**src/hw/pdc_pkg.sv**
```systemverilog
// Purpose: Shared constants and carriers for the pulse density and signaling control block.
// Assumes: One framer, one 40 MHz clock, 8-bit parallel control port.
// Notes:   Stream inputs arrive from pins and are synchronised in the top module.
package pdc_pkg;
  localparam logic [7:0] ADDR_SIG_CTRL   = 8'h11;
  localparam logic [7:0] ADDR_CRC_MON    = 8'h19;
  localparam logic [7:0] ADDR_CTRL_THREE = 8'h30;
  localparam logic [7:0] ADDR_STATUS_TWO = 8'h31;
  localparam logic [7:0] ADDR_MON_DATA   = 8'h32;
  localparam logic [7:0] RST_REG         = 8'h00;
  localparam logic [7:0] CRC_MON_WMASK   = 8'h9F;
  // Field positions of the signaling control register.
  localparam int SC_REINSERT   = 7;
  localparam int SC_RX_PERCHAN = 6;
  localparam int SC_FORCE_ONES = 5;
  localparam int SC_FREEZE_EN  = 4;
  localparam int SC_FORCE_FRZ  = 3;
  localparam int SC_TX_HW_SIG  = 2;
  localparam int SC_TX_PERCHAN = 1;
  localparam int SC_IDLE_FSEL  = 0;
  // Field positions of the other registers.
  localparam int CM_JAPAN_CRC  = 7;
  localparam int CM_SEL_MSB    = 4;
  localparam int CM_SEL_LSB    = 0;
  localparam int C3_DENSITY_EN = 3;
  localparam int ST_TX_VIOL    = 0;
  localparam int ST_RX_VIOL    = 1;
  // Density limits.
  localparam int MAX_ZEROS  = 15;
  localparam int WIN_MAX_N  = 23;
  localparam int WIN_UNIT   = 8;
  localparam int AGE_W      = 8;

  typedef struct packed {
    logic       valid;
    logic       ser;
    logic       sig_slot;
    logic       sig_bit;
    logic       chblk;
    logic       idle_mark;
    logic       rx_loop;
    logic [4:0] chan;
    logic [2:0] bit_idx;
  } pdc_tx_in_t;

  typedef struct packed {
    logic valid;
    logic ser;
    logic sig_slot;
    logic sig_bit;
    logic chblk;
    logic freeze_req;
  } pdc_rx_in_t;
endpackage

```
**src/hw/pdc_density_top.sv**
```systemverilog
// Purpose: Density checking and enforcing plus signaling, idle and monitor control of a framer.
// Assumes: Stream bit strobes are at most one per two clocks; CPU port is on SYS_CLK.
// Notes:   Stream pins pass two flip-flops; all stream outputs lag the synchronised bit by one.

module pdc_density_chk #(
  parameter int N_MAX = 23,
  parameter int UNIT  = 8
) (
  input  wire logic clk,
  input  wire logic rst_n,
  input  wire logic bit_in,
  input  wire logic bit_valid,
  input  wire logic enforce,
  output logic      bit_out,
  output logic      out_valid,
  output logic      viol
);
  // Age of each of the last N_MAX ones, in bit times; saturates.
  logic [pdc_pkg::AGE_W-1:0] age      [N_MAX];
  logic [pdc_pkg::AGE_W-1:0] next_age [N_MAX];
  logic zero_bad;
  logic eff;
  logic next_bit_out;
  logic next_viol;

  function automatic logic [pdc_pkg::AGE_W-1:0] inc_sat(input logic [pdc_pkg::AGE_W-1:0] a);
    inc_sat = (&a) ? a : a + 8'h01;
  endfunction

  always_comb begin
    zero_bad = (age[0] >= 8'(pdc_pkg::MAX_ZEROS));
    for (int n = 0; n < N_MAX; n++) begin
      // A zero now would leave fewer than n+1 ones in the last 8*(n+2) bits.
      if (age[n] >= 8'(UNIT * (n + 2) - 1)) begin
        zero_bad = 1'b1;
      end
    end
    // Only a zero that would break a limit is turned into a one, at the last moment.
    eff = bit_in | (enforce & zero_bad);
    next_bit_out = bit_valid ? eff : bit_out;
    next_viol = bit_valid & ~bit_in & zero_bad;
    for (int n = 0; n < N_MAX; n++) begin
      next_age[n] = age[n];
      if (bit_valid) begin
        if (!eff) next_age[n] = inc_sat(age[n]);
        else if (n == 0) next_age[n] = 8'h00;
        else next_age[n] = inc_sat(age[n-1]);
      end
    end
  end

  always_ff @(posedge clk) begin
    if (!rst_n) begin
      for (int n = 0; n < N_MAX; n++) age[n] <= 8'h00;
      bit_out   <= 1'b0;
      out_valid <= 1'b0;
      viol      <= 1'b0;
    end else begin
      age       <= next_age;
      bit_out   <= next_bit_out;
      out_valid <= bit_valid;
      viol      <= next_viol;
    end
  end

  // Age of the oldest tracked one at which a further zero breaks the widest window.
  localparam logic [7:0] AGE_LAST = 8'(UNIT * (N_MAX + 1) - 1);
endmodule // pdc_density_chk

// How it works
// - Flag a run of more than fifteen zeros on either stream.
// - Flag any 8*(N+1)-bit window holding fewer than N ones, N from 1 to 23.
// - Transmit violations set status bit 0, receive violations set status bit 1.
// - With the enforcer enabled, the transmitted stream always meets both density limits.
// - Receive per-channel insert lets the receive block marker choose reinserted channels.
// - Receive force-ones drives every extracted signaling bit to one.
// - Freeze enable allows freezing on the signaling output and reinserted serial output.
// - Force freeze freezes receive signaling whatever the freeze enable says.
// - Transmit hardware signaling merges the signaling pin into transmit serial data.
// - Transmit per-channel insert limits pin signaling to channels the marker selects.
// - Idle function select: zero inserts idle code, one loops receive data back.
// - Transmit CRC select picks normal CRC6 at zero, Japanese CRC6 at one.
// - Five-bit select chooses the transmit channel copied into the monitor register.
// - Signaling control sits at 0x11, CRC and monitor control at 0x19, both 8 bits.
module pdc_density_top #(
  parameter logic [7:0] IDLE_CODE = 8'h7F
) (
  input  wire logic                SYS_CLK,
  input  wire logic                RST_N,
  input  wire logic [7:0]          ADDR,
  input  wire logic                WR_EN,
  input  wire logic                RD_EN,
  input  wire logic [7:0]          WDATA,
  output logic      [7:0]          RDATA,
  input  wire pdc_pkg::pdc_tx_in_t TX_IN,
  input  wire pdc_pkg::pdc_rx_in_t RX_IN,
  output logic                     TX_LINE_OUT,
  output logic                     TX_LINE_VALID,
  output logic                     RX_SER_OUT,
  output logic                     RX_SIG_OUT,
  output logic                     RX_OUT_VALID,
  output logic                     TX_CRC_JAPANESE
);
  pdc_pkg::pdc_tx_in_t tx_meta, tx_s;
  pdc_pkg::pdc_rx_in_t rx_meta, rx_s;

  always_ff @(posedge SYS_CLK) begin
    if (!RST_N) begin
      tx_meta <= '0;
      tx_s    <= '0;
      rx_meta <= '0;
      rx_s    <= '0;
    end else begin
      tx_meta <= TX_IN;
      tx_s    <= tx_meta;
      rx_meta <= RX_IN;
      rx_s    <= rx_meta;
    end
  end

  // Registers and CPU port.
  logic [7:0] sig_ctrl, crc_mon, ctrl_three, status, mon_data;
  logic [7:0] next_sig_ctrl, next_crc_mon, next_ctrl_three, next_status, next_rdata;
  logic       tx_viol, rx_viol, st_read;

  always_comb begin
    next_sig_ctrl   = sig_ctrl;
    next_crc_mon    = crc_mon;
    next_ctrl_three = ctrl_three;
    if (WR_EN) begin
      case (ADDR)
        pdc_pkg::ADDR_SIG_CTRL:   next_sig_ctrl   = WDATA;
        pdc_pkg::ADDR_CRC_MON:    next_crc_mon    = WDATA & pdc_pkg::CRC_MON_WMASK;
        pdc_pkg::ADDR_CTRL_THREE: next_ctrl_three = WDATA;
        default:                  next_ctrl_three = ctrl_three;
      endcase
    end
    st_read = RD_EN && (ADDR == pdc_pkg::ADDR_STATUS_TWO);
    // A read clears the flags, but a violation in the same cycle wins.
    next_status = st_read ? 8'h00 : status;
    if (tx_viol) next_status[pdc_pkg::ST_TX_VIOL] = 1'b1;
    if (rx_viol) next_status[pdc_pkg::ST_RX_VIOL] = 1'b1;
    case (ADDR)
      pdc_pkg::ADDR_SIG_CTRL:   next_rdata = sig_ctrl;
      pdc_pkg::ADDR_CRC_MON:    next_rdata = crc_mon;
      pdc_pkg::ADDR_CTRL_THREE: next_rdata = ctrl_three;
      pdc_pkg::ADDR_STATUS_TWO: next_rdata = status;
      pdc_pkg::ADDR_MON_DATA:   next_rdata = mon_data;
      default:                  next_rdata = 8'h00;
    endcase
    if (!RD_EN) next_rdata = RDATA;
  end

  always_ff @(posedge SYS_CLK) begin
    if (!RST_N) begin
      sig_ctrl   <= pdc_pkg::RST_REG;
      crc_mon    <= pdc_pkg::RST_REG;
      ctrl_three <= pdc_pkg::RST_REG;
      status     <= pdc_pkg::RST_REG;
      RDATA      <= 8'h00;
    end else begin
      sig_ctrl   <= next_sig_ctrl;
      crc_mon    <= next_crc_mon;
      ctrl_three <= next_ctrl_three;
      status     <= next_status;
      RDATA      <= next_rdata;
    end
  end

  assign TX_CRC_JAPANESE = crc_mon[pdc_pkg::CM_JAPAN_CRC];

  // Transmit path: idle or loopback, then pin signaling, then density enforcer.
  logic tx_bit, tx_sig_ins, tx_idle_bit;
  logic [7:0] mon_shift, next_mon_shift, next_mon_data;

  always_comb begin
    tx_idle_bit = sig_ctrl[pdc_pkg::SC_IDLE_FSEL] ? tx_s.rx_loop
                                                  : IDLE_CODE[3'h7 - tx_s.bit_idx];
    tx_bit = tx_s.idle_mark ? tx_idle_bit : tx_s.ser;
    tx_sig_ins = sig_ctrl[pdc_pkg::SC_TX_HW_SIG] && tx_s.sig_slot
                 && (!sig_ctrl[pdc_pkg::SC_TX_PERCHAN] || tx_s.chblk);
    if (tx_sig_ins) tx_bit = tx_s.sig_bit;
    next_mon_shift = mon_shift;
    next_mon_data  = mon_data;
    if (tx_s.valid && tx_s.chan == crc_mon[pdc_pkg::CM_SEL_MSB:pdc_pkg::CM_SEL_LSB]) begin
      next_mon_shift = {mon_shift[6:0], tx_bit};
      if (tx_s.bit_idx == 3'h7) next_mon_data = {mon_shift[6:0], tx_bit};
    end
  end

  always_ff @(posedge SYS_CLK) begin
    if (!RST_N) begin
      mon_shift <= 8'h00;
      mon_data  <= 8'h00;
    end else begin
      mon_shift <= next_mon_shift;
      mon_data  <= next_mon_data;
    end
  end

  pdc_density_chk #(.N_MAX(pdc_pkg::WIN_MAX_N), .UNIT(pdc_pkg::WIN_UNIT)) u_tx_chk (
    .clk       (SYS_CLK),
    .rst_n     (RST_N),
    .bit_in    (tx_bit),
    .bit_valid (tx_s.valid),
    .enforce   (ctrl_three[pdc_pkg::C3_DENSITY_EN]),
    .bit_out   (TX_LINE_OUT),
    .out_valid (TX_LINE_VALID),
    .viol      (tx_viol)
  );

  pdc_density_chk #(.N_MAX(pdc_pkg::WIN_MAX_N), .UNIT(pdc_pkg::WIN_UNIT)) u_rx_chk (
    .clk       (SYS_CLK),
    .rst_n     (RST_N),
    .bit_in    (rx_s.ser),
    .bit_valid (rx_s.valid),
    .enforce   (1'b0),
    .bit_out   (),
    .out_valid (),
    .viol      (rx_viol)
  );

  // Receive signaling: force ones, freeze, reinsert.
  logic frozen, sig_val, sig_held, reinsert;
  logic next_sig_held, next_rx_ser, next_rx_sig;

  always_comb begin
    frozen = sig_ctrl[pdc_pkg::SC_FORCE_FRZ]
             || (sig_ctrl[pdc_pkg::SC_FREEZE_EN] && rx_s.freeze_req);
    sig_val = sig_ctrl[pdc_pkg::SC_FORCE_ONES] ? 1'b1
              : (frozen ? sig_held : rx_s.sig_bit);
    reinsert = sig_ctrl[pdc_pkg::SC_REINSERT] && rx_s.sig_slot
               && (!sig_ctrl[pdc_pkg::SC_RX_PERCHAN] || rx_s.chblk);
    next_sig_held = sig_held;
    next_rx_sig   = RX_SIG_OUT;
    next_rx_ser   = RX_SER_OUT;
    if (rx_s.valid) begin
      next_rx_ser = reinsert ? sig_val : rx_s.ser;
      if (rx_s.sig_slot) begin
        next_sig_held = sig_val;
        next_rx_sig   = sig_val;
      end
    end
  end

  always_ff @(posedge SYS_CLK) begin
    if (!RST_N) begin
      sig_held     <= 1'b0;
      RX_SIG_OUT   <= 1'b0;
      RX_SER_OUT   <= 1'b0;
      RX_OUT_VALID <= 1'b0;
    end else begin
      sig_held     <= next_sig_held;
      RX_SIG_OUT   <= next_rx_sig;
      RX_SER_OUT   <= next_rx_ser;
      RX_OUT_VALID <= rx_s.valid;
    end
  end
endmodule // pdc_density_top

```
**config.mk**
```make
export PLATFORM = sky130hd
export DESIGN_NAME = pdc_density_top
export DESIGN_NICKNAME = d
export VERILOG_FILES = /design/src/hw/pdc_pkg.sv /design/src/hw/pdc_density_top.sv
export SDC_FILE = /design/constraint.sdc
export NUM_CORES = 1
export LEC_CHECK = 0
export ABC_AREA = 1
export ABC_CLOCK_PERIOD_IN_PS = 3800
export BUFFER_PORTS_ARGS = -buffer_cell sky130_fd_sc_hd__buf_4
export CORE_MARGIN = 4
export CORE_UTILIZATION = 33
export CTS_BUF_LIST = sky130_fd_sc_hd__clkbuf_4
export DETAILED_ROUTE_END_ITERATION = 12
export MAX_ROUTING_LAYER = met4
export PLACE_DENSITY = 0.52
export SLEW_MARGIN = 5
export SYNTH_ARGS = -nofsm -noshare
export SYNTH_HDL_FRONTEND = slang
export SYNTH_SLANG_ARGS = --single-unit
```
**constraint.sdc**
```tcl
create_clock -name SYS_CLK -period 3.8 [get_ports SYS_CLK]
set_clock_uncertainty 0.05 [all_clocks]
set_input_delay 0.19 -clock SYS_CLK [delete_from_list [all_inputs] [get_ports SYS_CLK]]
set_output_delay 0.19 -clock SYS_CLK [all_outputs]
set_load 0.05 [all_outputs]
```
==> results.json <==
{
  "status": "complete, no violations",
  "numCtsBuffers": 145,
  "ys_seq_area_frac": 0.335,
  "ff2ff_path_depth": 13,
  "seqPwrFrac": 0.454,
  "required_ns": 4.70,
  "avgSynthCellArea_um2": 6.41,
  "fin_ws_ns": 0.0509,
  "fp.coreArea_um2": 83400,
  "endpoint_kind": "flip-flop",
  "r2r_start": "u_tx_chk.age[0]",
  "synth_cells": 4323,
  "ys_types": 51,
  "antenna_found_initial": 5,
  "final_core_util": 0.384,
  "intPower_mw": 8.08,
  "clkTransAtPathRegs_ns": 0.06,
  "wl_per_cell_um": 14.6,
  "synth_top_flop_cell": "dfxtp_1",
  "min_to": "tx_s[2]",
  "vdd_drop_max_mv": 0.256,
  "min_period_over_period": 0.987,
  "drt_iter0_markers": 1864,
  "root_buffer": "clkbuf_4",
  "ys_warn_count": 0,
  "min_from": "RST_N",
  "io_pins": 55,
  "maxSlewHeadroom": 0.336,
  "hpwlAfterDp_um": 52400,
  "fillCellCount": 9038,
  "clkPwrFrac": 0.460,
  "maxCapViolCount": 0,
  "fin_tns_setup_ns": 0,
  "vias": 28000,
  "rsz0062_at_grt": "false",
  "cts_setup_buffers": 0,
  "slew_viol_final": 0,
  "grt-ovfl-total": 0,
  "hold_viol": 0,
  "start_kind": "input port",
  "layout_min_cycle_time_ns": 3.75,
  "wl_um": 82700,
  "rows": 106,
  "fp.dieArea_um2": 88700,
  "vias_per_cell": 4.95,
  "syn-num-nets": 4410,
  "htree_levels": 4,
  "cts_tree": "done",
  "synth-edff-count": 0,
  "worstHoldPathCells": 4,
  "r2r-end": "u_tx_chk.age[23]",
  "ys_seq_elements": 464,
  "start_util": 0.332,
  "grt_max_degree": 168,
  "die_h_um": 298,
  "p_leak_nw": 14.3,
  "cts_resized": 0,
  "drt-pass1-iter-count": 5,
  "crit_type": "input port to flip-flop",
  "drive_gt1_frac": 0.0729,
  "die_w_um": 298,
  "cts_buffer_depth": 3,
  "pwr-share-comb": 0.086,
  "holdWs_ns": 0.152,
  "grt_pass1_vias": 26900,
  "min_path_type": "input port to flip-flop",
  "async_flop_share": 0,
  "place_ws_ns": 0.699,
  "drcViolationCount": 0,
  "grtUsageTotal": 0.190,
  "ant_nets": 0,
  "fmax_ghz": 0.267,
  "worstPathMaxFanout": 7,
  "worst_ep_arrival_time_ns": 4.65,
  "cts.sinks": 464,
  "gp_congestion": 0.803,
  "ctsHoldBuffers": 118,
  "p_switching_mw": 3.11,
  "switching_share": 0.278,
  "power.density_nw_per_um2": 349,
  "area_growth_syn_to_layout_pct": 15.6,
  "fin_nets": 4559,
  "netlist_area_um2": 27700,
  "grt_pass1_wl_um": 137000,
  "reg2reg_slack_ns": 0.74,
  "max_slew.worst_pin.slew_ns": 0.995,
  "setup_violations": 0,
  "port_buffers": 54,
  "insertion_delay_ns": 1.01
}
worst max-delay path: stages:
cell and delay [ns]:
dlygate4sd3_1 0.57, buf_4 0.15, nor2_1 0.08, dlygate4sd3_1 0.56
nand2_1 0.07, nor2_1 0.09, dlygate4sd3_1 0.58, nand2_1 0.07
dlygate4sd3_1 0.61, inv_1 0.18, nand2_1 0.08, o2111ai_1 0.09
dlygate4sd3_1 0.58, nand2_1 0.05, a21oi_1 0.13, dlygate4sd3_1 0.57
synth_stat cells (3+ instances only):
library cell  instances  area, um2
o21ai_0             242       1210
mux2i_1              11        110
buf_4                 3       22.5
and3_1                3       18.8
nor4_1               16        100
buf_2                26        130
o2111ai_1             5       43.8
o22ai_1              48        300
nor3_1               45        225
a22oi_1              12       90.1
clkbuf_1            138        518
nor3b_1               3       22.5
o221ai_1             83        727
nand2_1            1113       4180
mux2_2                3       33.8
a211oi_1             11       82.6
nand4_1              46        288
a31oi_1              40        250
o21a_1                4       30.0
inv_1               587       2200
o31ai_1               3       22.5
buf_6                13        146
o211ai_1             23        173
or2_2                13       81.3
buf_1                23       86.3
nor2_1              378       1420
xor2_1              125       1090
a21oi_1             260       1300
inv_2                 3       11.3
nand3_1             460       2300
ha_1                 46        576
xnor2_1              45        394
nand3b_1              6       45.0
dfxtp_1             464       9290
state kept, by name (all words and copies together), names as in the netlist:
signal and cells:
RDATA 8, RX_OUT_VALID 1, RX_SER_OUT 1, crc_mon 6, ctrl_three 8, mon_data 8
mon_shift 7, rx_meta 6, rx_s 6, sig_ctrl 8, sig_held 1, status 2
tx_meta 15, tx_s 15, u_rx_chk.age 184, u_rx_chk.viol 1, u_tx_chk.age 184, u_tx_chk.bit_out 1
u_tx_chk.out_valid 1, u_tx_chk.viol 1
power groups by stage:
stage | logic (mW) | clock network (mW) | registers (mW)
6_report | 0.960 | 5.15 | 5.08
5_1_grt | 1.09 | 5.64 | 5.09
4_1_cts | 0.968 | 5.36 | 5.08
3_5_place_dp | 0.889 | 0 | 5.18
3_3_place_gp | 0.887 | 0 | 5.18
2_1_floorplan | 0.637 | 0 | 5.16
per-stage QoR:
| step | instances | cell area (um2) | power [mW] |
|---|---|---|---|
| 3_5_place_dp | 5287 | 29000 | 6.07 |
| 4_1_cts | 5646 | 32000 | 11.4 |
| 2_1_floorplan | 4323 | 27700 | 5.80 |
| 3_3_place_gp | 5287 | 29000 | 6.07 |
| 5_1_grt | 5655 | 32000 | 11.8 |
| 6_report | 5655 | 32000 | 11.2 |
layout by cell type, fill, tap and decap left out, drive strengths merged, types with 48 or more instances in the layout:
| master | netlist | routed |
|---|---|---|
| a21oi | 260 | 260 |
| buf | 65 | 86 |
| clkbuf | 138 | 200 |
| dfxtp | 464 | 464 |
| dlygate4sd3 | 0 | 118 |
| inv | 590 | 592 |
| nand2 | 1115 | 1115 |
| nand3 | 461 | 461 |
| nor2 | 379 | 379 |
| o21ai | 243 | 243 |
| o221ai | 83 | 83 |
| o22ai | 48 | 48 |
| xor2 | 125 | 125 |
final cells by class:
type	instances	area, um2	share of cell area
flip-flops and latches	464	9290	0.290
inverters	592	2230	0.0697
well taps	1080	1350	0.0422
diodes	9	22.5	0.000703
multi-input cells	3064	15400	0.480
clock buffers	199	1490	0.0466
clock inverters	42	334	0.0104
repair buffers	205	1940	0.0606
cells by family (layout without fill, tap and decap cells):
group,Yosys count,after routing,synth area share
compound gates,744,744,0.157
xor+xnor,170,170,0.0537
fa+ha+maj,46,46,0.0208
buf+inv,795,1038,0.113
flops,464,464,0.335
mux,14,14,0.00519
other cells,0,9,0
simple gates,2090,2090,0.316
how the worst max path moves through the flow:
stage,startpoint,end,cells after the start
6_report,ADDR[6],RDATA[4],16
2_1_floorplan,u_tx_chk.age[64],u_tx_chk.age[4],17
3_5_place_dp,u_tx_chk.age[0],u_tx_chk.age[25],13
5_1_grt,ADDR[6],RDATA[4],16
3_3_place_gp,u_tx_chk.age[0],u_tx_chk.age[9],13
4_1_cts,ADDR[6],RDATA[4],16
routing by layer:
layer / up-vias / global-route usage / share of wire / wire length (um)
li1: 14500 / - / - / -
met1: 12800 / 0.243 / 0.48 / 39800
met2: 509 / 0.300 / 0.45 / 37300
met3: 146 / 0.0376 / 0.043 / 3570
met4: 0 / 0.0640 / 0.024 / 2010
met5: - / - / 0 / 0
Note: power is estimated with default switching activity, not from simulation.
